===== config.mk =====
export PLATFORM = sky130hd
export DESIGN_NAME = mrc_top
export DESIGN_NICKNAME = d
export VERILOG_FILES = /design/src/hdl/mrc_pkg.sv /design/src/hdl/mrc_top.sv
export SDC_FILE = /design/constraint.sdc
export NUM_CORES = 1
export LEC_CHECK = 0
export BUFFER_PORTS_ARGS = -buffer_cell sky130_fd_sc_hd__buf_2
export CAP_MARGIN = 0
export CORE_MARGIN = 5
export CORE_UTILIZATION = 65
export CTS_BUF_LIST = sky130_fd_sc_hd__clkbuf_8
export CTS_CLUSTER_SIZE = 20
export DETAILED_ROUTE_END_ITERATION = 7
export GPL_ROUTABILITY_DRIVEN = 0
export GPL_TIMING_DRIVEN = 0
export PLACE_DENSITY = 0.92
export SKIP_LAST_GASP = 1
export SLEW_MARGIN = 20
export SYNTH_ARGS = -nofsm -noshare
export SYNTH_HDL_FRONTEND = slang
export SYNTH_SLANG_ARGS = --single-unit

===== constraint.sdc =====
create_clock -name aclk -period 8.45 [get_ports aclk]
set_input_delay 0.845 -clock aclk [delete_from_list [all_inputs] [get_ports aclk]]
set_output_delay 0.845 -clock aclk [all_outputs]
set_load 0.05 [all_outputs]

===== src/hdl/mrc_pkg.sv =====
// package: constants and types of the meter remote command block
package mrc_pkg;
	// ----------------------------------------
	// register map and fields
	// ----------------------------------------
	localparam logic [7:0] MRC_REG_CMD = 8'h00;
	localparam logic [7:0] MRC_REG_BUSEV = 8'h04;
	localparam logic [7:0] MRC_REG_CTRL = 8'h08;
	localparam logic [7:0] MRC_REG_STATUS = 8'h0c;
	localparam logic [7:0] MRC_REG_OUT = 8'h10;
	localparam logic [7:0] MRC_REG_CFG = 8'h14;
	localparam logic [7:0] MRC_REG_TEXT0 = 8'h18;
	localparam int MRC_EV_DCL = 0;
	localparam int MRC_EV_GET = 1;
	localparam int MRC_EV_POLL = 2;
	localparam int MRC_CTRL_TALK = 0;
	localparam int MRC_CTRL_LLO = 1;
	localparam int MRC_ST_DRDY = 0;
	localparam int MRC_ST_SYN = 2;
	localparam int MRC_ST_INT = 3;
	localparam int MRC_ST_KEY = 4;
	localparam int MRC_ST_CAL = 5;
	localparam int MRC_ST_RQS = 6;
	localparam int MRC_ST_PON = 7;
	localparam logic [1:0] MRC_RESP_OKAY = 2'h0;
	localparam logic [1:0] MRC_RESP_SLVERR = 2'h2;
	// ----------------------------------------
	// command opcodes
	// ----------------------------------------
	localparam logic [7:0] MRC_OP_CLEAR = 8'h01;
	localparam logic [7:0] MRC_OP_MASK = 8'h02;
	localparam logic [7:0] MRC_OP_DISP = 8'h03;
	localparam logic [7:0] MRC_OP_HOME = 8'h04;
	localparam logic [7:0] MRC_OP_TRIG = 8'h05;
	localparam logic [7:0] MRC_OP_FUNC = 8'h06;
	localparam logic [7:0] MRC_OP_SWQ = 8'h07;
	localparam logic [7:0] MRC_OP_TEXT = 8'h08;
	localparam logic [7:0] MRC_OP_DIGITS = 8'h09;
	localparam logic [7:0] MRC_OP_AZERO = 8'h0a;
	// ----------------------------------------
	// values, counts and timing
	// ----------------------------------------
	localparam int MRC_TEXT_LEN = 12;
	localparam logic [3:0] MRC_READ_LAST = 4'hc;
	localparam logic [3:0] MRC_SW_LAST = 4'h2;
	localparam logic [7:0] MRC_CHAR_MIN = 8'h20;
	localparam logic [7:0] MRC_CHAR_MAX = 8'h5f;
	localparam logic [3:0] MRC_RANGE_30MV = 4'h1;
	localparam logic [3:0] MRC_RANGE_30MOHM = 4'ha;
	localparam logic [2:0] MRC_FUNC_DCV = 3'h1;
	localparam logic [2:0] MRC_FUNC_OHM2 = 3'h3;
	localparam logic [2:0] MRC_FUNC_XOHM = 3'h7;
	localparam logic [2:0] MRC_TRIG_INT = 3'h1;
	localparam logic [2:0] MRC_TRIG_EXT = 3'h2;
	localparam logic [2:0] MRC_TRIG_SINGLE = 3'h3;
	localparam logic [2:0] MRC_TRIG_HOLD = 3'h4;
	localparam logic [2:0] MRC_TRIG_FAST = 3'h5;
	localparam logic [2:0] MRC_DIGITS_HOME = 3'h4;
	localparam logic [2:0] MRC_PON_SETTLE = 3'h5;
	localparam longint MRC_BLANK_MINUTES = 10;
	localparam longint MRC_CLK_PERIOD_NS = 10;
	localparam longint MRC_BLANK_CYCLES =
		MRC_BLANK_MINUTES * 60 * 1000000000 / MRC_CLK_PERIOD_NS;
	localparam int MRC_BLANK_W = 36;
	// ----------------------------------------
	// types
	// ----------------------------------------
	typedef enum logic [1:0] {
		MRC_DSP_NORMAL = 2'b00,
		MRC_DSP_LIVE = 2'b01,
		MRC_DSP_STATIC = 2'b10,
		MRC_DSP_BLANK = 2'b11
	} mrc_disp_t;
	typedef enum logic [1:0] {
		MRC_OUT_NONE = 2'b00,
		MRC_OUT_READ = 2'b01,
		MRC_OUT_SW = 2'b10
	} mrc_out_t;
	typedef struct packed {
		logic ovld;
		logic neg;
		logic [5:0][3:0] digits;
		logic [1:0] dp;
		logic [1:0] exp;
	} mrc_reading_t;
	typedef struct packed {
		logic pon_sw;
		logic front_sw;
		logic key_local;
		logic key_srq;
		logic key_other;
		logic key_reset_seq;
	} mrc_pins_t;
	typedef struct packed {
		logic [2:0] func;
		logic [3:0] range;
		logic autorange;
		logic [2:0] trig;
		logic [2:0] digits;
		logic autozero;
		logic ext_trig;
		logic skip_settle;
		logic ref_res;
	} mrc_cfg_t;
endpackage


===== src/hdl/mrc_top.sv =====
// module: remote command interpreter and service request logic
`timescale 1ns/1ps
// Function
// - clear-status code or device clear clears status bits 2 to 5 and 7
// - data ready bit survives clear-status; cleared when reading is output
// - serial poll or mask write of 00 clears service request bit 6
// - power-up switch on: request after each power-up and internal reset
// - text holds 12 characters, codes 32 to 95, punctuation between them
// - live-text mode shows text and keeps annunciators updated
// - drop text past twelfth until control; odd control gives syntax error
// - live text holds until display code, device clear, error or panel key
// - static text freezes display, annunciators off, blanks after 10 min
// - static or blank restored by display code or unlocked local key
// - preset 0: DC volts, 30mV then auto, hold, 4.5 digits, autozero
// - presets 1 to 7: preset 0 state, own function, one single trigger
// - reading goes to the talking bus as 13 characters
// - exponent E-3 to E+6, 0 to 3 digits before point, spare digits 0
// - overload of either sign sends the fixed overload string
// - another requested output replaces the pending reading
// - interrupted output resumes; trigger, clear, code or reset key abandon it
// - switch query sends 0 for rear or 1 for front then CR LF
// - mask bit 0: each reading sets bit 0 and requests until read or poll
// - mask bit 4: panel request key requests until serial poll
// - fast trigger acts as single trigger without settling delays
// - extended resistance: two-wire, 30M range, 10M reference in parallel
// - status bits set regardless of mask; mask gates the request only
// - mask holds bits 0 to 5 only, written as octal 00 to 77
module mrc_top
	import mrc_pkg::*;
#(
	parameter longint BLANK_CYCLES = MRC_BLANK_CYCLES
)(
	// clock and reset
	input wire logic aclk,
	input wire logic aresetn,
	// axi4-lite slave
	input wire logic [7:0] awaddr,
	input wire logic awvalid,
	output logic awready,
	input wire logic [31:0] wdata,
	input wire logic [3:0] wstrb,
	input wire logic wvalid,
	output logic wready,
	output logic [1:0] bresp,
	output logic bvalid,
	input wire logic bready,
	input wire logic [7:0] araddr,
	input wire logic arvalid,
	output logic arready,
	output logic [31:0] rdata,
	output logic [1:0] rresp,
	output logic rvalid,
	input wire logic rready,
	// measurement side, same clock
	input wire logic meas_done,
	input wire mrc_reading_t reading,
	input wire logic internal_error_evt,
	input wire logic cal_error_evt,
	input wire logic internal_reset_evt,
	// panel pins, asynchronous
	input wire mrc_pins_t pins,
	// outputs
	output mrc_cfg_t cfg,
	output logic trigger,
	output mrc_disp_t disp_mode,
	output logic annunciators_on,
	output logic display_blank,
	output logic [7:0] status,
	output logic bus_srq
);
	// ----------------------------------------
	// pin synchronisers
	// ----------------------------------------
	mrc_pins_t s1, s2, s3, pin, pin_q, pin_rise;
	genvar g;
	generate
		for (g = 0; g < $bits(mrc_pins_t); g++)
		begin : g_sync
			always_ff @(posedge aclk)
			begin
				if (!aresetn)
				begin
					s1[g] <= 1'b0;
					s2[g] <= 1'b0;
					s3[g] <= 1'b0;
					pin[g] <= 1'b0;
				end
				else
				begin
					s1[g] <= pins[g];
					s2[g] <= s1[g];
					s3[g] <= s2[g];
					if (s2[g] == s3[g])
						pin[g] <= s3[g];
				end
			end
		end
	endgenerate
	always_ff @(posedge aclk)
	begin
		if (!aresetn)
			pin_q <= '0;
		else
			pin_q <= pin;
	end
	assign pin_rise = pin & ~pin_q;
	// ----------------------------------------
	// bus slave
	// ----------------------------------------
	logic [7:0] aw_addr;
	logic [31:0] w_data;
	logic [3:0] w_strb;
	logic wr_go, rd_go, pop;
	logic [31:0] rd_val;
	logic rd_ok;
	logic [1:0] ctrl;
	logic [5:0] mask;
	mrc_out_t out_src;
	logic [3:0] out_idx;
	logic [7:0] out_char;
	logic [7:0] txt [MRC_TEXT_LEN];
	assign wr_go = !awready && !wready && !bvalid;
	assign rd_go = arvalid && arready;
	assign pop = rd_go && araddr == MRC_REG_OUT && ctrl[MRC_CTRL_TALK]
		&& out_src != MRC_OUT_NONE;
	always_ff @(posedge aclk)
	begin
		if (!aresetn)
		begin
			awready <= 1'b1;
			wready <= 1'b1;
			bvalid <= 1'b0;
			bresp <= MRC_RESP_OKAY;
			aw_addr <= 8'h00;
			w_data <= 32'h0;
			w_strb <= 4'h0;
		end
		else
		begin
			if (awvalid && awready)
			begin
				aw_addr <= awaddr;
				awready <= 1'b0;
			end
			if (wvalid && wready)
			begin
				w_data <= wdata;
				w_strb <= wstrb;
				wready <= 1'b0;
			end
			if (wr_go)
			begin
				bvalid <= 1'b1;
				bresp <= aw_addr <= MRC_REG_CTRL ? MRC_RESP_OKAY
					: MRC_RESP_SLVERR;
			end
			if (bvalid && bready)
			begin
				bvalid <= 1'b0;
				awready <= 1'b1;
				wready <= 1'b1;
			end
		end
	end
	always_comb
	begin
		rd_ok = 1'b1;
		rd_val = 32'h0;
		case (araddr)
			MRC_REG_CTRL: rd_val = {30'h0, ctrl};
			MRC_REG_STATUS: rd_val = {12'h0, out_src, disp_mode, 2'h0,
				mask, status};
			MRC_REG_OUT: rd_val = {23'h0, pop, pop ? out_char : 8'h00};
			MRC_REG_CFG: rd_val = {14'h0, cfg};
			MRC_REG_TEXT0: rd_val = {txt[3], txt[2], txt[1], txt[0]};
			MRC_REG_TEXT0 + 8'h04: rd_val = {txt[7], txt[6], txt[5], txt[4]};
			MRC_REG_TEXT0 + 8'h08:
				rd_val = {txt[11], txt[10], txt[9], txt[8]};
			default: rd_ok = 1'b0;
		endcase
	end
	always_ff @(posedge aclk)
	begin
		if (!aresetn)
		begin
			arready <= 1'b1;
			rvalid <= 1'b0;
			rdata <= 32'h0;
			rresp <= MRC_RESP_OKAY;
		end
		else if (rd_go)
		begin
			arready <= 1'b0;
			rvalid <= 1'b1;
			rdata <= rd_val;
			rresp <= rd_ok ? MRC_RESP_OKAY : MRC_RESP_SLVERR;
		end
		else if (rvalid && rready)
		begin
			rvalid <= 1'b0;
			arready <= 1'b1;
		end
	end
	always_ff @(posedge aclk)
	begin
		if (!aresetn)
			ctrl <= 2'h0;
		else if (wr_go && aw_addr == MRC_REG_CTRL && w_strb[0])
			ctrl <= w_data[1:0];
	end
	// ----------------------------------------
	// command decode
	// ----------------------------------------
	logic cmd_go, code_ok, is_text, syn_err, dcl, get, poll, home;
	logic [7:0] op, arg;
	assign cmd_go = wr_go && aw_addr == MRC_REG_CMD && w_strb[1:0] == 2'h3;
	assign op = w_data[15:8];
	assign arg = w_data[7:0];
	assign dcl = wr_go && aw_addr == MRC_REG_BUSEV && w_data[MRC_EV_DCL];
	assign get = wr_go && aw_addr == MRC_REG_BUSEV && w_data[MRC_EV_GET];
	assign poll = wr_go && aw_addr == MRC_REG_BUSEV && w_data[MRC_EV_POLL];
	assign is_text = cmd_go && op == MRC_OP_TEXT;
	assign home = code_ok && op == MRC_OP_HOME;
	always_comb
	begin
		code_ok = 1'b0;
		case (op)
			MRC_OP_CLEAR, MRC_OP_SWQ: code_ok = 1'b1;
			MRC_OP_MASK: code_ok = arg[7:6] == 2'h0;
			MRC_OP_DISP: code_ok = arg >= 8'h01 && arg <= 8'h03;
			MRC_OP_HOME: code_ok = arg <= 8'h07;
			MRC_OP_TRIG: code_ok = arg >= 8'h01 && arg <= 8'h05;
			MRC_OP_FUNC: code_ok = arg >= 8'h01 && arg <= 8'h07;
			MRC_OP_DIGITS: code_ok = arg >= 8'h03 && arg <= 8'h05;
			MRC_OP_AZERO: code_ok = arg <= 8'h01;
			default: code_ok = 1'b0;
		endcase
		code_ok = code_ok && cmd_go;
	end
	// ----------------------------------------
	// text entry
	// ----------------------------------------
	logic [3:0] txt_cnt;
	logic txt_mode, txt_syn, punct;
	assign txt_mode = disp_mode != MRC_DSP_NORMAL;
	assign punct = arg == 8'h2c || arg == 8'h2e || arg == 8'h3b;
	always_comb
	begin
		txt_syn = 1'b0;
		if (is_text)
		begin
			if (!txt_mode || arg > MRC_CHAR_MAX)
				txt_syn = 1'b1;
			else if (arg < MRC_CHAR_MIN)
				txt_syn = !(arg >= 8'h09 && arg <= 8'h0d);
		end
	end
	assign syn_err = (cmd_go && !code_ok && !is_text) || txt_syn;
	always_ff @(posedge aclk)
	begin
		if (!aresetn || (code_ok && op == MRC_OP_DISP))
		begin
			txt_cnt <= 4'h0;
			for (int i = 0; i < MRC_TEXT_LEN; i++)
				txt[i] <= MRC_CHAR_MIN;
		end
		else if (is_text && !txt_syn && txt_mode)
		begin
			// punctuation rides on the previous character's top bit
			if (arg < MRC_CHAR_MIN)
				txt_cnt <= 4'h0;
			else if (punct && txt_cnt != 4'h0 && !txt[txt_cnt - 4'h1][7])
				txt[txt_cnt - 4'h1][7] <= 1'b1;
			else if (txt_cnt < 4'(MRC_TEXT_LEN))
			begin
				txt[txt_cnt] <= arg;
				txt_cnt <= txt_cnt + 4'h1;
			end
		end
	end
	// ----------------------------------------
	// display mode
	// ----------------------------------------
	mrc_disp_t next_disp;
	logic [MRC_BLANK_W-1:0] blank_cnt;
	logic err_evt, key_any, local_ok;
	assign err_evt = syn_err || internal_error_evt || cal_error_evt;
	assign key_any = pin_rise.key_local || pin_rise.key_srq
		|| pin_rise.key_other || pin_rise.key_reset_seq;
	assign local_ok = pin_rise.key_local && !ctrl[MRC_CTRL_LLO];
	always_comb
	begin
		next_disp = disp_mode;
		if (code_ok && op == MRC_OP_DISP)
			next_disp = mrc_disp_t'(arg[1:0] - 2'h1);
		else
			case (disp_mode)
				MRC_DSP_LIVE:
					if (dcl || err_evt || key_any)
						next_disp = MRC_DSP_NORMAL;
				MRC_DSP_STATIC:
					if (local_ok)
						next_disp = MRC_DSP_NORMAL;
					else if (blank_cnt >= MRC_BLANK_W'(BLANK_CYCLES - 1))
						next_disp = MRC_DSP_BLANK;
				MRC_DSP_BLANK:
					if (local_ok)
						next_disp = MRC_DSP_NORMAL;
				default: next_disp = disp_mode;
			endcase
	end
	always_ff @(posedge aclk)
	begin
		if (!aresetn)
		begin
			disp_mode <= MRC_DSP_NORMAL;
			annunciators_on <= 1'b1;
			display_blank <= 1'b0;
			blank_cnt <= '0;
		end
		else
		begin
			disp_mode <= next_disp;
			annunciators_on <= next_disp == MRC_DSP_NORMAL
				|| next_disp == MRC_DSP_LIVE;
			display_blank <= next_disp == MRC_DSP_BLANK;
			if (next_disp != MRC_DSP_STATIC || disp_mode != MRC_DSP_STATIC)
				blank_cnt <= '0;
			else
				blank_cnt <= blank_cnt + 1'b1;
		end
	end
	// ----------------------------------------
	// meter configuration and trigger
	// ----------------------------------------
	always_ff @(posedge aclk)
	begin
		if (!aresetn)
		begin
			cfg <= '{MRC_FUNC_DCV, MRC_RANGE_30MV, 1'b1, MRC_TRIG_INT,
				MRC_DIGITS_HOME, 1'b1, 1'b0, 1'b0, 1'b0};
			trigger <= 1'b0;
		end
		else
		begin
			trigger <= get || (home && arg != 8'h00) || (code_ok
				&& op == MRC_OP_TRIG && (arg[2:0] == MRC_TRIG_SINGLE
				|| arg[2:0] == MRC_TRIG_FAST));
			if (home)
			begin
				cfg <= '{MRC_FUNC_DCV, MRC_RANGE_30MV, 1'b1, MRC_TRIG_HOLD,
					MRC_DIGITS_HOME, 1'b1, 1'b0, 1'b0, 1'b0};
				if (arg != 8'h00)
				begin
					cfg.func <= arg[2:0];
					cfg.trig <= MRC_TRIG_SINGLE;
				end
			end
			else if (code_ok && op == MRC_OP_FUNC)
				cfg.func <= arg[2:0];
			else if (code_ok && op == MRC_OP_TRIG)
			begin
				cfg.trig <= arg[2:0];
				cfg.ext_trig <= arg[2:0] == MRC_TRIG_EXT;
				cfg.skip_settle <= arg[2:0] == MRC_TRIG_FAST;
			end
			else if (code_ok && op == MRC_OP_DIGITS)
				cfg.digits <= arg[2:0];
			else if (code_ok && op == MRC_OP_AZERO)
				cfg.autozero <= arg[0];
			else if (cfg.func == MRC_FUNC_XOHM)
			begin
				// applied after the preset so the fixed range wins
				cfg.func <= MRC_FUNC_OHM2;
				cfg.range <= MRC_RANGE_30MOHM;
				cfg.autorange <= 1'b0;
				cfg.ref_res <= 1'b1;
			end
			if (home || (code_ok && op == MRC_OP_FUNC))
				cfg.ref_res <= 1'b0;
		end
	end
	// ----------------------------------------
	// output formatting
	// ----------------------------------------
	function automatic logic [7:0] read_char(mrc_reading_t r,
		logic [3:0] i, logic [2:0] nd);
		logic [3:0] k;
		logic [3:0] d;
		logic [1:0] dp;
		k = 4'h0;
		d = 4'h0;
		dp = r.ovld ? 2'h1 : r.dp;
		read_char = 8'h20;
		if (i == 4'h0)
			read_char = (r.neg && !r.ovld) ? 8'h2d : 8'h2b;
		else if (i <= 4'h7)
		begin
			k = (i - 4'h1 < {2'h0, dp}) ? i - 4'h1 : i - 4'h2;
			d = r.ovld ? 4'h9 : r.digits[3'(5 - k)];
			if (!r.ovld && ((k == 4'h5 && nd < 3'h5)
				|| (k == 4'h4 && nd < 3'h4)))
				d = 4'h0;
			read_char = (i - 4'h1 == {2'h0, dp}) ? 8'h2e : {4'h3, d};
		end
		else if (i == 4'h8)
			read_char = 8'h45;
		else if (i == 4'h9)
			read_char = (!r.ovld && r.exp == 2'h0) ? 8'h2d : 8'h2b;
		else if (i == 4'ha)
			read_char = r.ovld ? 8'h39 : (r.exp == 2'h0 ? 8'h33
				: r.exp == 2'h1 ? 8'h30 : r.exp == 2'h2 ? 8'h33 : 8'h36);
		else if (i == 4'hb)
			read_char = 8'h0d;
		else
			read_char = 8'h0a;
	endfunction
	mrc_reading_t rd;
	logic rd_avail, rd_done, abandon;
	assign abandon = get || dcl || code_ok
		|| pin_rise.key_reset_seq;
	assign rd_done = pop && out_src == MRC_OUT_READ
		&& out_idx == MRC_READ_LAST;
	always_comb
	begin
		if (out_src == MRC_OUT_SW)
			out_char = out_idx == 4'h0 ? {7'h18, pin.front_sw}
				: out_idx == 4'h1 ? 8'h0d : 8'h0a;
		else
			out_char = read_char(rd, out_idx, cfg.digits);
	end
	always_ff @(posedge aclk)
	begin
		if (!aresetn)
		begin
			rd <= '0;
			rd_avail <= 1'b0;
			out_src <= MRC_OUT_NONE;
			out_idx <= 4'h0;
		end
		else
		begin
			// a reading arriving mid-output replaces the rest of it
			if (meas_done)
				rd <= reading;
			if (meas_done)
				rd_avail <= 1'b1;
			else if (abandon || rd_done)
				rd_avail <= 1'b0;
			if (code_ok && op == MRC_OP_SWQ)
			begin
				out_src <= MRC_OUT_SW;
				out_idx <= 4'h0;
			end
			else if (abandon)
				out_src <= MRC_OUT_NONE;
			else if (pop)
			begin
				// index is kept between talks, so output resumes
				out_idx <= out_idx + 4'h1;
				if (out_idx == (out_src == MRC_OUT_SW ? MRC_SW_LAST
					: MRC_READ_LAST))
					out_src <= MRC_OUT_NONE;
			end
			else if (out_src == MRC_OUT_NONE && rd_avail)
			begin
				out_src <= MRC_OUT_READ;
				out_idx <= 4'h0;
			end
		end
	end
	// ----------------------------------------
	// status byte and service request
	// ----------------------------------------
	logic [7:0] set_st;
	logic req, req_q, clr_st, pon_evt, rqs_clr;
	logic [2:0] pon_cnt;
	assign clr_st = (code_ok && op == MRC_OP_CLEAR) || dcl;
	assign req = |(status[5:0] & mask) || status[MRC_ST_PON];
	assign pon_evt = pin.pon_sw && (internal_reset_evt
		|| pon_cnt == 3'h1);
	assign rqs_clr = poll || !req || (code_ok && op == MRC_OP_MASK
		&& arg[5:0] == 6'h00);
	always_comb
	begin
		set_st = 8'h00;
		set_st[MRC_ST_DRDY] = meas_done;
		set_st[MRC_ST_SYN] = syn_err;
		set_st[MRC_ST_INT] = internal_error_evt;
		set_st[MRC_ST_KEY] = pin_rise.key_srq;
		set_st[MRC_ST_CAL] = cal_error_evt;
		set_st[MRC_ST_PON] = pon_evt;
		set_st[MRC_ST_RQS] = req && !req_q;
	end
	always_ff @(posedge aclk)
	begin
		if (!aresetn)
		begin
			status <= 8'h00;
			bus_srq <= 1'b0;
			mask <= 6'h00;
			req_q <= 1'b0;
			pon_cnt <= MRC_PON_SETTLE;
		end
		else
		begin
			req_q <= req;
			if (pon_cnt != 3'h0)
				pon_cnt <= pon_cnt - 3'h1;
			if (code_ok && op == MRC_OP_MASK)
				mask <= arg[5:0];
			for (int b = 0; b < 8; b++)
				if (set_st[b])
					status[b] <= 1'b1;
				else if (b == MRC_ST_DRDY)
				begin
					if (rd_done || home)
						status[b] <= 1'b0;
				end
				else if (b == MRC_ST_RQS)
				begin
					if (rqs_clr)
						status[b] <= 1'b0;
				end
				else if (clr_st)
					status[b] <= 1'b0;
			bus_srq <= set_st[MRC_ST_RQS] || (status[MRC_ST_RQS]
				&& !rqs_clr);
		end
	end
endmodule


# Word-level counts from Yosys, hierarchy flattened
# Memories as Yosys holds them, arrays and structs flattened.
# Cells that the tools add are included.
[totals]
register_bits = 213
ramBits = 96
inputBits = 99
output_inout_bits = 73
elab_cells = 428
mem_count = 1
[memory_table]
columns = ["memory", "words", "word_bits", "read_ports", "rd_ports_with_merged_regs", "wr", "line", "rtl"]
rows = [
  ["txt", 12, 8, 13, 0, 12, "mrc_top.sv:121", "logic [7:0] txt [MRC_TEXT_LEN];"],
]
[op_classes]
n_addsub = 9
magnitude_cmp = 18
eq_ne = 62
muxes = 102
bitwise = 9
reduce_logical = 147
[op_table]
columns = ["cell", "n"]
rows = [
  ["case mux 32 bit (7 select lines)", 1],
  ["two-way mux 4 bit", 14],
  ["two-way mux 8 bit", 7],
  ["logical AND 1 bit", 55],
  ["== test 8 x 4 -> 1 bit, second input constant", 6],
  ["== test 8 x 3 -> 1 bit, second input constant", 5],
  ["two-way mux 1 bit", 39],
  ["adder 36 x 1 -> 36 bit, second input constant", 1],
  [">= comparator 36 bit, second input constant", 1],
  ["two-way mux 3 bit", 12],
  ["== test 8 x 5 -> 1 bit, second input constant", 4],
  ["== test 8 x 6 -> 1 bit, second input constant", 4],
  ["two-way mux 2 bit", 16],
  ["logical OR 1 bit", 30],
  ["two-way mux 7 bit", 4],
  ["nonzero test 2 bit", 14],
  ["== test 4 bit, second input constant", 5],
  ["two-way mux 18 bit", 1],
  ["two-way mux 6 bit", 3],
  ["== test 8 x 2 -> 1 bit, second input constant", 2],
  ["less-or-equal comparator 8 x 3 -> 1 bit, second input constant", 2],
  ["less-or-equal comparator 8 x 4 -> 1 bit, second input constant", 2],
  ["OR reduction 8 bit", 2],
  ["logical NOT 1 bit", 15],
  ["other kinds (58)", 102],
]

# Depth between registers and ports, before layout
# Gate-level depths: netlist of run 1.
[depth]
ltp_word = 20
mapped_depth = 14
ltp_nobuf = 12

# Least setup slack after synthesis of run 1
# Ideal clock, no wire load.
[synth_timing]
path_kind = "flip-flop to flip-flop"
from = "register txt_cnt[0]"
to = "memory txt[4][0], enable pin"
setup_ns = 0.381
t_arrival_ns = 3.691
required_ns = 8.069
setup_slack_ns = 4.379
path_stages_with_launch = 14
n_path_buf = 4
period_less_slack_ns = 4.071
cell_sequence = "dfxtp_1 > clkbuf_1 > inv_1 > ha_1 > buf_6 > xnor2_2 > mux4_2 > and4_4 > a311oi_4 > o31a_1 > buf_4 > nand2_1 > buf_2 > o21ai_0"
[synth_rtl]
columns = ["item", "line", "rtl"]
rows = [
  ["from (decl)", "mrc_top.sv:243", "logic [3:0] txt_cnt;"],
  ["from (signal assigned)", "mrc_top.sv:277", "txt_cnt <= txt_cnt + 4'h1;"],
  ["to (decl)", "mrc_top.sv:121", ""],
]

==> run_results.csv, run 1 <==
group,metric,value,unit
sta,min_period,4.94,ns
logic_synthesis,synth_edf_count,100,
sta,maxSlewHeadroom,23.4,%
detailed_routing,via_count,14076,
global_routing,grt_pass1_vias,13689,
cells_and_area,nFillCells,1482,
sta,final_hold_viol_count,0,
logic_synthesis,yosysTopAreaCell,"dfxtp_1",
cells_and_area,seq_area,0.00721,mm2
sta,tightest_slew,1.14,ns
power,p_total,3.17,mW
logic_synthesis,synth_seq_area_share,48.7,%
logic_synthesis,yosysWarnings,0,
worst_setup_path,cp-start-kind,"register",
logic_synthesis,ys_top_cells_by_area,"dfxtp_1 (28%), edfxtp_1 (20%), nor2_1 (7.2%)",
detailed_routing,first_iter_violations,2225,
sta,post-route-period-util,58.5,%
clock_network,cts-resized-gates,0,
clock_network,cts_tree,"yes",
logic_synthesis,synth.cell_area,0.0148,mm2
sta,tns,0,ns
logic_synthesis,ys.flop_type,"dfxtp_1",
worst_setup_path,cp-end-kind,"register",
die,die_area,0.0259,mm2
clock_network,ctsHoldBuffers,0,
cells_and_area,drive_above_1_share,14.6,%
global_routing,grt_use_total,33.9,%
sta,finalMaxSlewViolations,0,
worst_setup_path,reg2reg_slack,3.51,ns
die,ioPinCount,172,
flow_run,cap_violations,0,
detailed_routing,drt-vias-per-instance,6.55,
power,power.leakage,6.36,nW
detailed_routing,ant_nets,0,
logic_synthesis,async_reset_ff_share,0,%
logic_synthesis,ys_seq_elements,310,
logic_synthesis,ys_types,87,
cells_and_area,nets,1943,
clock_network,clock_latency,0.57,ns
logic_synthesis,synth_top_area_share,28.4,%
detailed_routing,drt_pass1_iterations,7,
clock_network,clockRootBuffer,"clkbuf_8",
logic_synthesis,yosysMostFrequentCell,"nor2_1",
clock_network,cts_max_path_buffers,3,
global_routing,overflow,0,
logic_synthesis,avgSynthCellArea,9.12,um2
power,peakVddDrop,0.146,mV
worst_setup_path,cp_data_arrival_time,5.12,ns
detailed_routing,remaining_drc_errors,0,
clock_network,htreeDepth,2,
detailed_routing,drt-total-wl,45.6,mm
worst_setup_path,worstSetupPathType,"register to register",
die,fp.coreArea,0.0225,mm2
clock_network,clkSlewWorstSetupHoldPaths,0.06,ns
sta,rsz0062_at_grt,"false",
logic_synthesis,synth_commonest_cells,"nor2_1 (283), dfxtp_1 (210), nand2_1 (171)",
die,start_util,65.8,%
run_status,status,"completed",
global_routing,grt_max_degree,13,
place,dp_hpwl,32.2,mm
detailed_routing,wl_per_cell,21.2,um
die,die_h,161,um
worst_setup_path,cp_max_fo,10,
sta,clock.fmax,202,MHz
worst_hold_path,hp-class,"register to register",
global_routing,antenna_found_initial,1,
die,std_cell_rows,55,
sta,fin_skew,0.0161,ns
global_routing,grt_pass1_wl,71.0,mm
clock_network,cts_buffers,49,
clock_network,post-cts-setup-buffer-count,0,
cells_and_area,area_growth,14.4,%
sta,setup_viol,0,
power,power_density,187,mW/mm2
clock_network,cts.sinks,310,
die,die_w,161,um
place,port_buffers,146,
cells_and_area,multiInputGateArea,0.00704,mm2
logic_synthesis,synth_cells,1622,
worst_setup_path,required,8.63,ns
[path summary, 6_finish.rpt]
| path | from | to | cells past startpoint |
|---|---|---|---|
| worst max-delay path | txt_cnt[0] | txt[4][1] | 13 |
| worst min-delay path | s1[3] | s2[3] | 1 |
| worst max register to register | txt_cnt[0] | txt[4][1] | 13 |
| worst min register to register | s1[3] | s2[3] | 1 |
[worst max-delay path, cell delays in order (launching register included)]
cell and delay [ns]:
dfxtp_1 0.33, clkbuf_1 0.30, inv_1 0.24, ha_1 0.26
buf_6 0.14, xnor2_2 0.42, mux4_2 0.63, and4_4 0.24
a311oi_4 0.32, o31a_1 0.21, buf_4 0.19, nand2_1 0.11
buf_2 0.24, o21ai_0 0.90
[cell usage in the layout (no fill, tap or decap), types with 21 or more instances in the layout]
master and n:
nor3_1 29, ha_1 21, clkbuf_8 62, nand2_1 171
dfxtp_1 210, nand2b_1 23, o21ai_0 70, xor2_1 21
xnor2_1 21, nor2_1 283, buf_2 157, inv_1 55
a21oi_1 93, nand3_1 48, mux2i_1 85, and2_1 28
edfxtp_1 100, clkbuf_1 62
[per-stage QoR]
stage	instances	area (um2)	utilization (%)	worst slack [ns]	hold WS (ns)
4_1_cts	2145	16900	75.2	3.49	0.439
3_5_place_dp	2056	15900	70.7	3.59	0.424
6_report	2148	16900	75.2	3.51	0.437
2_1_floorplan	1625	14800	-	4.38	0.411
3_3_place_gp	2056	15900	70.7	3.58	0.416
5_1_grt	2146	16900	75.2	3.27	0.442
[layout make-up]
cell class / count / share of cell area (%)
clock buffers: 62 / 5.04
multi-input cells: 1182 / 41.6
repair buffers: 147 / 4.36
clock inverters: 27 / 0.954
diodes: 2 / 0.0296
plain buffers: 96 / 2.50
flip-flops and latches: 310 / 42.6
inverters: 37 / 0.821
well taps: 285 / 2.11
[sequential cells by signal, indices dropped and copies added, names as in the netlist, 3 cells and up]
signal	count
s2	6
pin_q	4
blank_cnt	36
status	7
txt_cnt	4
s3	6
mask	6
s1	6
cfg	15
pon_cnt	3
pin	6
txt	100
aw_addr	8
out_idx	4
w_data	16
rdata	32
rd	30
[layer usage]
| metal | up-vias | wire [um] | part of all wire, % | GRT usage, % |
|---|---|---|---|---|
| li1 | 6173 | - | - | - |
| met1 | 6415 | 15900 | 35 | 40.9 |
| met2 | 1185 | 20200 | 44 | 54.2 |
| met3 | 301 | 6070 | 13 | 8.96 |
| met4 | 2 | 3480 | 7.6 | 21.5 |
| met5 | - | 13 | 0.028 | 0 |
[power by group]
group          switching, mW  internal, mW
Sequential            0.0316          1.58
Combinational          0.166        0.0785
Clock                  0.588         0.718
[logic make-up (layout without fill, tap and decap cells)]
group | after synthesis | in the layout | share of synthesized area [%]
flops | 310 | 310 | 48.7
simple gates | 698 | 698 | 22.0
buf+inv | 133 | 369 | 3.80
mux | 96 | 96 | 6.89
other cells | 1 | 6 | 0.0253
compound gates | 320 | 320 | 14.3
xor+xnor | 43 | 43 | 2.60
fa+ha+maj | 21 | 21 | 1.78
Note: power is estimated with default switching activity, not from simulation.
==> run 2, diff against run 1 <==
--- a/config.mk
+++ b/config.mk
@@ -5,16 +5,17 @@
 export SDC_FILE = /design/constraint.sdc
 export NUM_CORES = 1
 export LEC_CHECK = 0
+export ABC_AREA = 1
 export BUFFER_PORTS_ARGS = -buffer_cell sky130_fd_sc_hd__buf_2
 export CAP_MARGIN = 0
 export CORE_MARGIN = 5
-export CORE_UTILIZATION = 65
+export CORE_UTILIZATION = 55
 export CTS_BUF_LIST = sky130_fd_sc_hd__clkbuf_8
 export CTS_CLUSTER_SIZE = 20
 export DETAILED_ROUTE_END_ITERATION = 7
 export GPL_ROUTABILITY_DRIVEN = 0
 export GPL_TIMING_DRIVEN = 0
-export PLACE_DENSITY = 0.92
+export PLACE_DENSITY = 0.83
 export SKIP_LAST_GASP = 1
 export SLEW_MARGIN = 20
 export SYNTH_ARGS = -nofsm -noshare
==> constraint.sdc (replaced) <==
create_clock -name aclk -period 4.1 [get_ports aclk]
set_input_delay 0.41 -clock aclk [delete_from_list [all_inputs] [get_ports aclk]]
set_output_delay 0.41 -clock aclk [all_outputs]
set_load 0.05 [all_outputs]
==> run 2 against run 1 <==
  * The flow now finishes with violations (design-rule violations)
  * Combinational power up 110%
  * Die area up 18%
  * Register-to-register slack worse by 3.3 ns
  * Via count down 0.78%
  * Cell count up 14%
  * Final area up 1.3%
  * Critical path type unchanged
  * Critical endpoint is now txt[6][6]
  * Largest cell class unchanged
  * Highest routed layer unchanged
==> run_results.csv, run 2 <==
group,metric,value,unit
run_status,status,"finished, violations left",
run_status,violations,"design-rule violations",
cells_and_area,nFillCells,2211,
detailed_routing,drt-total-wl,44.2,mm
clock_network,clkSlewWorstSetupHoldPaths,0.06,ns
global_routing,groute.layer.met1.usage,34.9,%
clock_network,post-cts-setup-buffer-count,0,
worst_hold_path,min_from,"reading[26]",
logic_synthesis,async_reset_ff_share,0,%
global_routing,overflow,0,
worst_setup_path,cp_max_fo,12,
logic_synthesis,yosysWarnings,0,
logic_synthesis,avgSynthCellArea,8.01,um2
die,die_h,175,um
clock_network,clock_latency,0.60,ns
global_routing,grt_max_degree,14,
global_routing,grt_pass1_wl,70.2,mm
worst_setup_path,cp-start-kind,"register",
logic_synthesis,synth.cell_area,0.0149,mm2
logic_synthesis,yosysMostFrequentCell,"nand2_1",
logic_synthesis,yosysTopAreaCell,"dfxtp_1",
cells_and_area,final_common_cell,"nand2_1",
worst_setup_path,reg2reg_from,"w_data[0]",
detailed_routing,ant_nets,0,
clock_network,htreeDepth,2,
sta,setup_viol,0,
clock_network,cts_buffers,50,
detailed_routing,remaining_drc_errors,1,
cells_and_area,largest_register,"txt",
worst_setup_path,worstSetupPathType,"register to register",
logic_synthesis,ys_top_cells_by_area,"dfxtp_1 (28%), edfxtp_1 (20%), nand2_1 (9.4%)",
power,power_density,374,mW/mm2
cells_and_area,seq_area,0.00721,mm2
power,power.leakage,7.20,nW
flow_run,cap_violations,0,
detailed_routing,drt-vias-per-instance,5.69,
sta,rsz0062_at_grt,"false",
logic_synthesis,synth_top_area_share,28.2,%
sta,fin_skew,0.0258,ns
power,p_total,6.41,mW
logic_synthesis,ys.flop_type,"dfxtp_1",
detailed_routing,first_iter_violations,1778,
die,std_cell_rows,60,
clock_network,clockRootBuffer,"clkbuf_8",
die,fp.coreArea,0.0269,mm2
worst_hold_path,hp-class,"primary input to register",
clock_network,cts.sinks,310,
global_routing,antenna_found_initial,4,
cells_and_area,fin_util,63.8,%
cells_and_area,drive_above_1_share,16.0,%
cells_and_area,multiInputGateArea,0.00658,mm2
die,ioPinCount,172,
worst_setup_path,slowest_stage,"dfxtp_1",
global_routing,gr-usage-met3,5.60,%
worst_setup_path,cp_data_arrival_time,4.12,ns
worst_setup_path,max_stage_delay,0.40,ns
die,start_util,55.6,%
global_routing,grt_pass1_vias,13670,
sta,maxSlewHeadroom,36.5,%
global_routing,grtUsageMet2,47.0,%
logic_synthesis,synth_edf_count,100,
cells_and_area,mostFrequentLayoutCells,"nand2_1 (374), inv_1 (219), nor2_1 (212)",
sta,clock.fmax,258,MHz
cells_and_area,area_growth,14.9,%
sta,finalMaxSlewViolations,0,
cells_and_area,reg_top3,"txt (100), blank_cnt (36), rdata (32)",
logic_synthesis,ys_seq_elements,310,
sta,final_hold_viol_count,0,
die,die_w,175,um
cells_and_area,largest_reg_flops,100,
worst_hold_path,holdPathStages,3,
clock_network,cts_tree,"yes",
die,die_area,0.0305,mm2
global_routing,grt.busiest_layer,"met2",
power,peakVddDrop,0.234,mV
worst_setup_path,startpoint,"w_data[0]",
place,dp_hpwl,33.0,mm
sta,post-route-period-util,94.6,%
clock_network,cts_max_path_buffers,3,
place,port_buffers,149,
detailed_routing,via_count,13966,
detailed_routing,drt_pass1_iterations,8,
logic_synthesis,synth_seq_area_share,48.3,%
global_routing,grt_use_total,28.3,%
logic_synthesis,synth_cells,1865,
worst_setup_path,cp_cell_sequence,"inv_1, buf_2, buf_4, ha_1, inv_1, a311oi_1, nand3_1, nand4_4, nand3_4, buf_6, nand3_4, nand2_1, nand2_2, nand2_4, nor2_4, nand2_2, nand2_1",
sta,min_period,3.88,ns
worst_setup_path,required,4.34,ns
logic_synthesis,synth_commonest_cells,"nand2_1 (375), nor2_1 (212), dfxtp_1 (210)",
detailed_routing,wl_per_cell,18.0,um
logic_synthesis,ys_types,63,
cells_and_area,nets,2195,
worst_setup_path,r2r_cells,17,
sta,tightest_slew,0.945,ns
worst_setup_path,cp-end-kind,"register",
## run 2: cell count changes in the layout (fill, tap and decap cells not counted), sizes merged, moves of 16 or more
cell / change
o21ai: +43
a21oi: +27
nand2b: -23
inv: +172
and2: -25
nand2: +232
nor2: -35
clkbuf: -19
mux2i: -85
or3: -16
nand4: +20
nor3: +46
nand3: +45
## run 2: where the power goes
group | total (mW) | leakage (nW) | internal [mW] | switching [mW]
registers | 3.33 | 2.67 | 3.27 | 0.0625
logic | 0.506 | 3.96 | 0.142 | 0.363
clock network | 2.57 | 0.568 | 1.35 | 1.23
total | 6.41 | 7.20 | 4.76 | 1.65
## run 2: layer usage
layer	routed length, um	share of wire (%)
met5	47	0.11
met4	2470	5.6
met3	4260	9.6
met2	20700	47
met1	16700	38
## run 2: final cells by class
class | count | area share, %
antenna | 1 | 0.0146
buffer | 78 | 2.15
clock buffer | 58 | 4.65
clock inverter | 31 | 0.926
inverter | 213 | 4.67
multi-input combinational | 1267 | 38.4
sequential | 310 | 42.0
tap | 341 | 2.49
timing repair buffer | 155 | 4.70
## run 2: what timing repair did
item | CTS | global route
endpoints found under the setup margin | 214 | 111
hold buffers | 6 | 0
resized for setup | 4 | 10
pin swaps | 0 | 0
endpoints found under the hold margin | 6 | 0
## run 2: cell families after synthesis
group / synth area share [%]
flip-flops: 48.3
buffers and inverters: 7.79
XOR/XNOR: 2.46
adder cells (fa/ha/maj): 1.76
other: 0.0251
AND/OR/NAND/NOR: 27.4
AO/OA/AOI/OAI: 12.3
## run 2: stage by stage
stage | hold slack (ns) | cell area (um2) | worst slack [ns] | instances | setup TNS (ns)
6_report | 0.0440 | 17200 | 0.221 | 2454 | 0
5_1_grt | 0.0373 | 17200 | 0.0291 | 2454 | 0
4_1_cts | 0.0313 | 17100 | 0.00560 | 2453 | 0
3_5_place_dp | 0.399 | 16100 | -0.565 | 2358 | -60.74
3_3_place_gp | 0.397 | 16100 | -0.448 | 2358 | -42.31
2_1_floorplan | 0.390 | 14900 | 0.829 | 1868 | 0
## run 2: final timing paths
| path | endpoint | slack (ns) |
|---|---|---|
| min reg2reg | s2[5] | 0.41 |
| max reg2reg | txt[6][6] | 0.22 |
| min | rd[26] | 0.04 |
| max | txt[6][6] | 0.22 |
## run 2: worst max-delay path, delay by kind of cell, from the launching register on
family          cells  cell delay (ns)
buf+inv             5             1.08
fa+ha+maj           1             0.23
simple gates       10             1.52
flops               1             0.40
compound gates      1             0.29
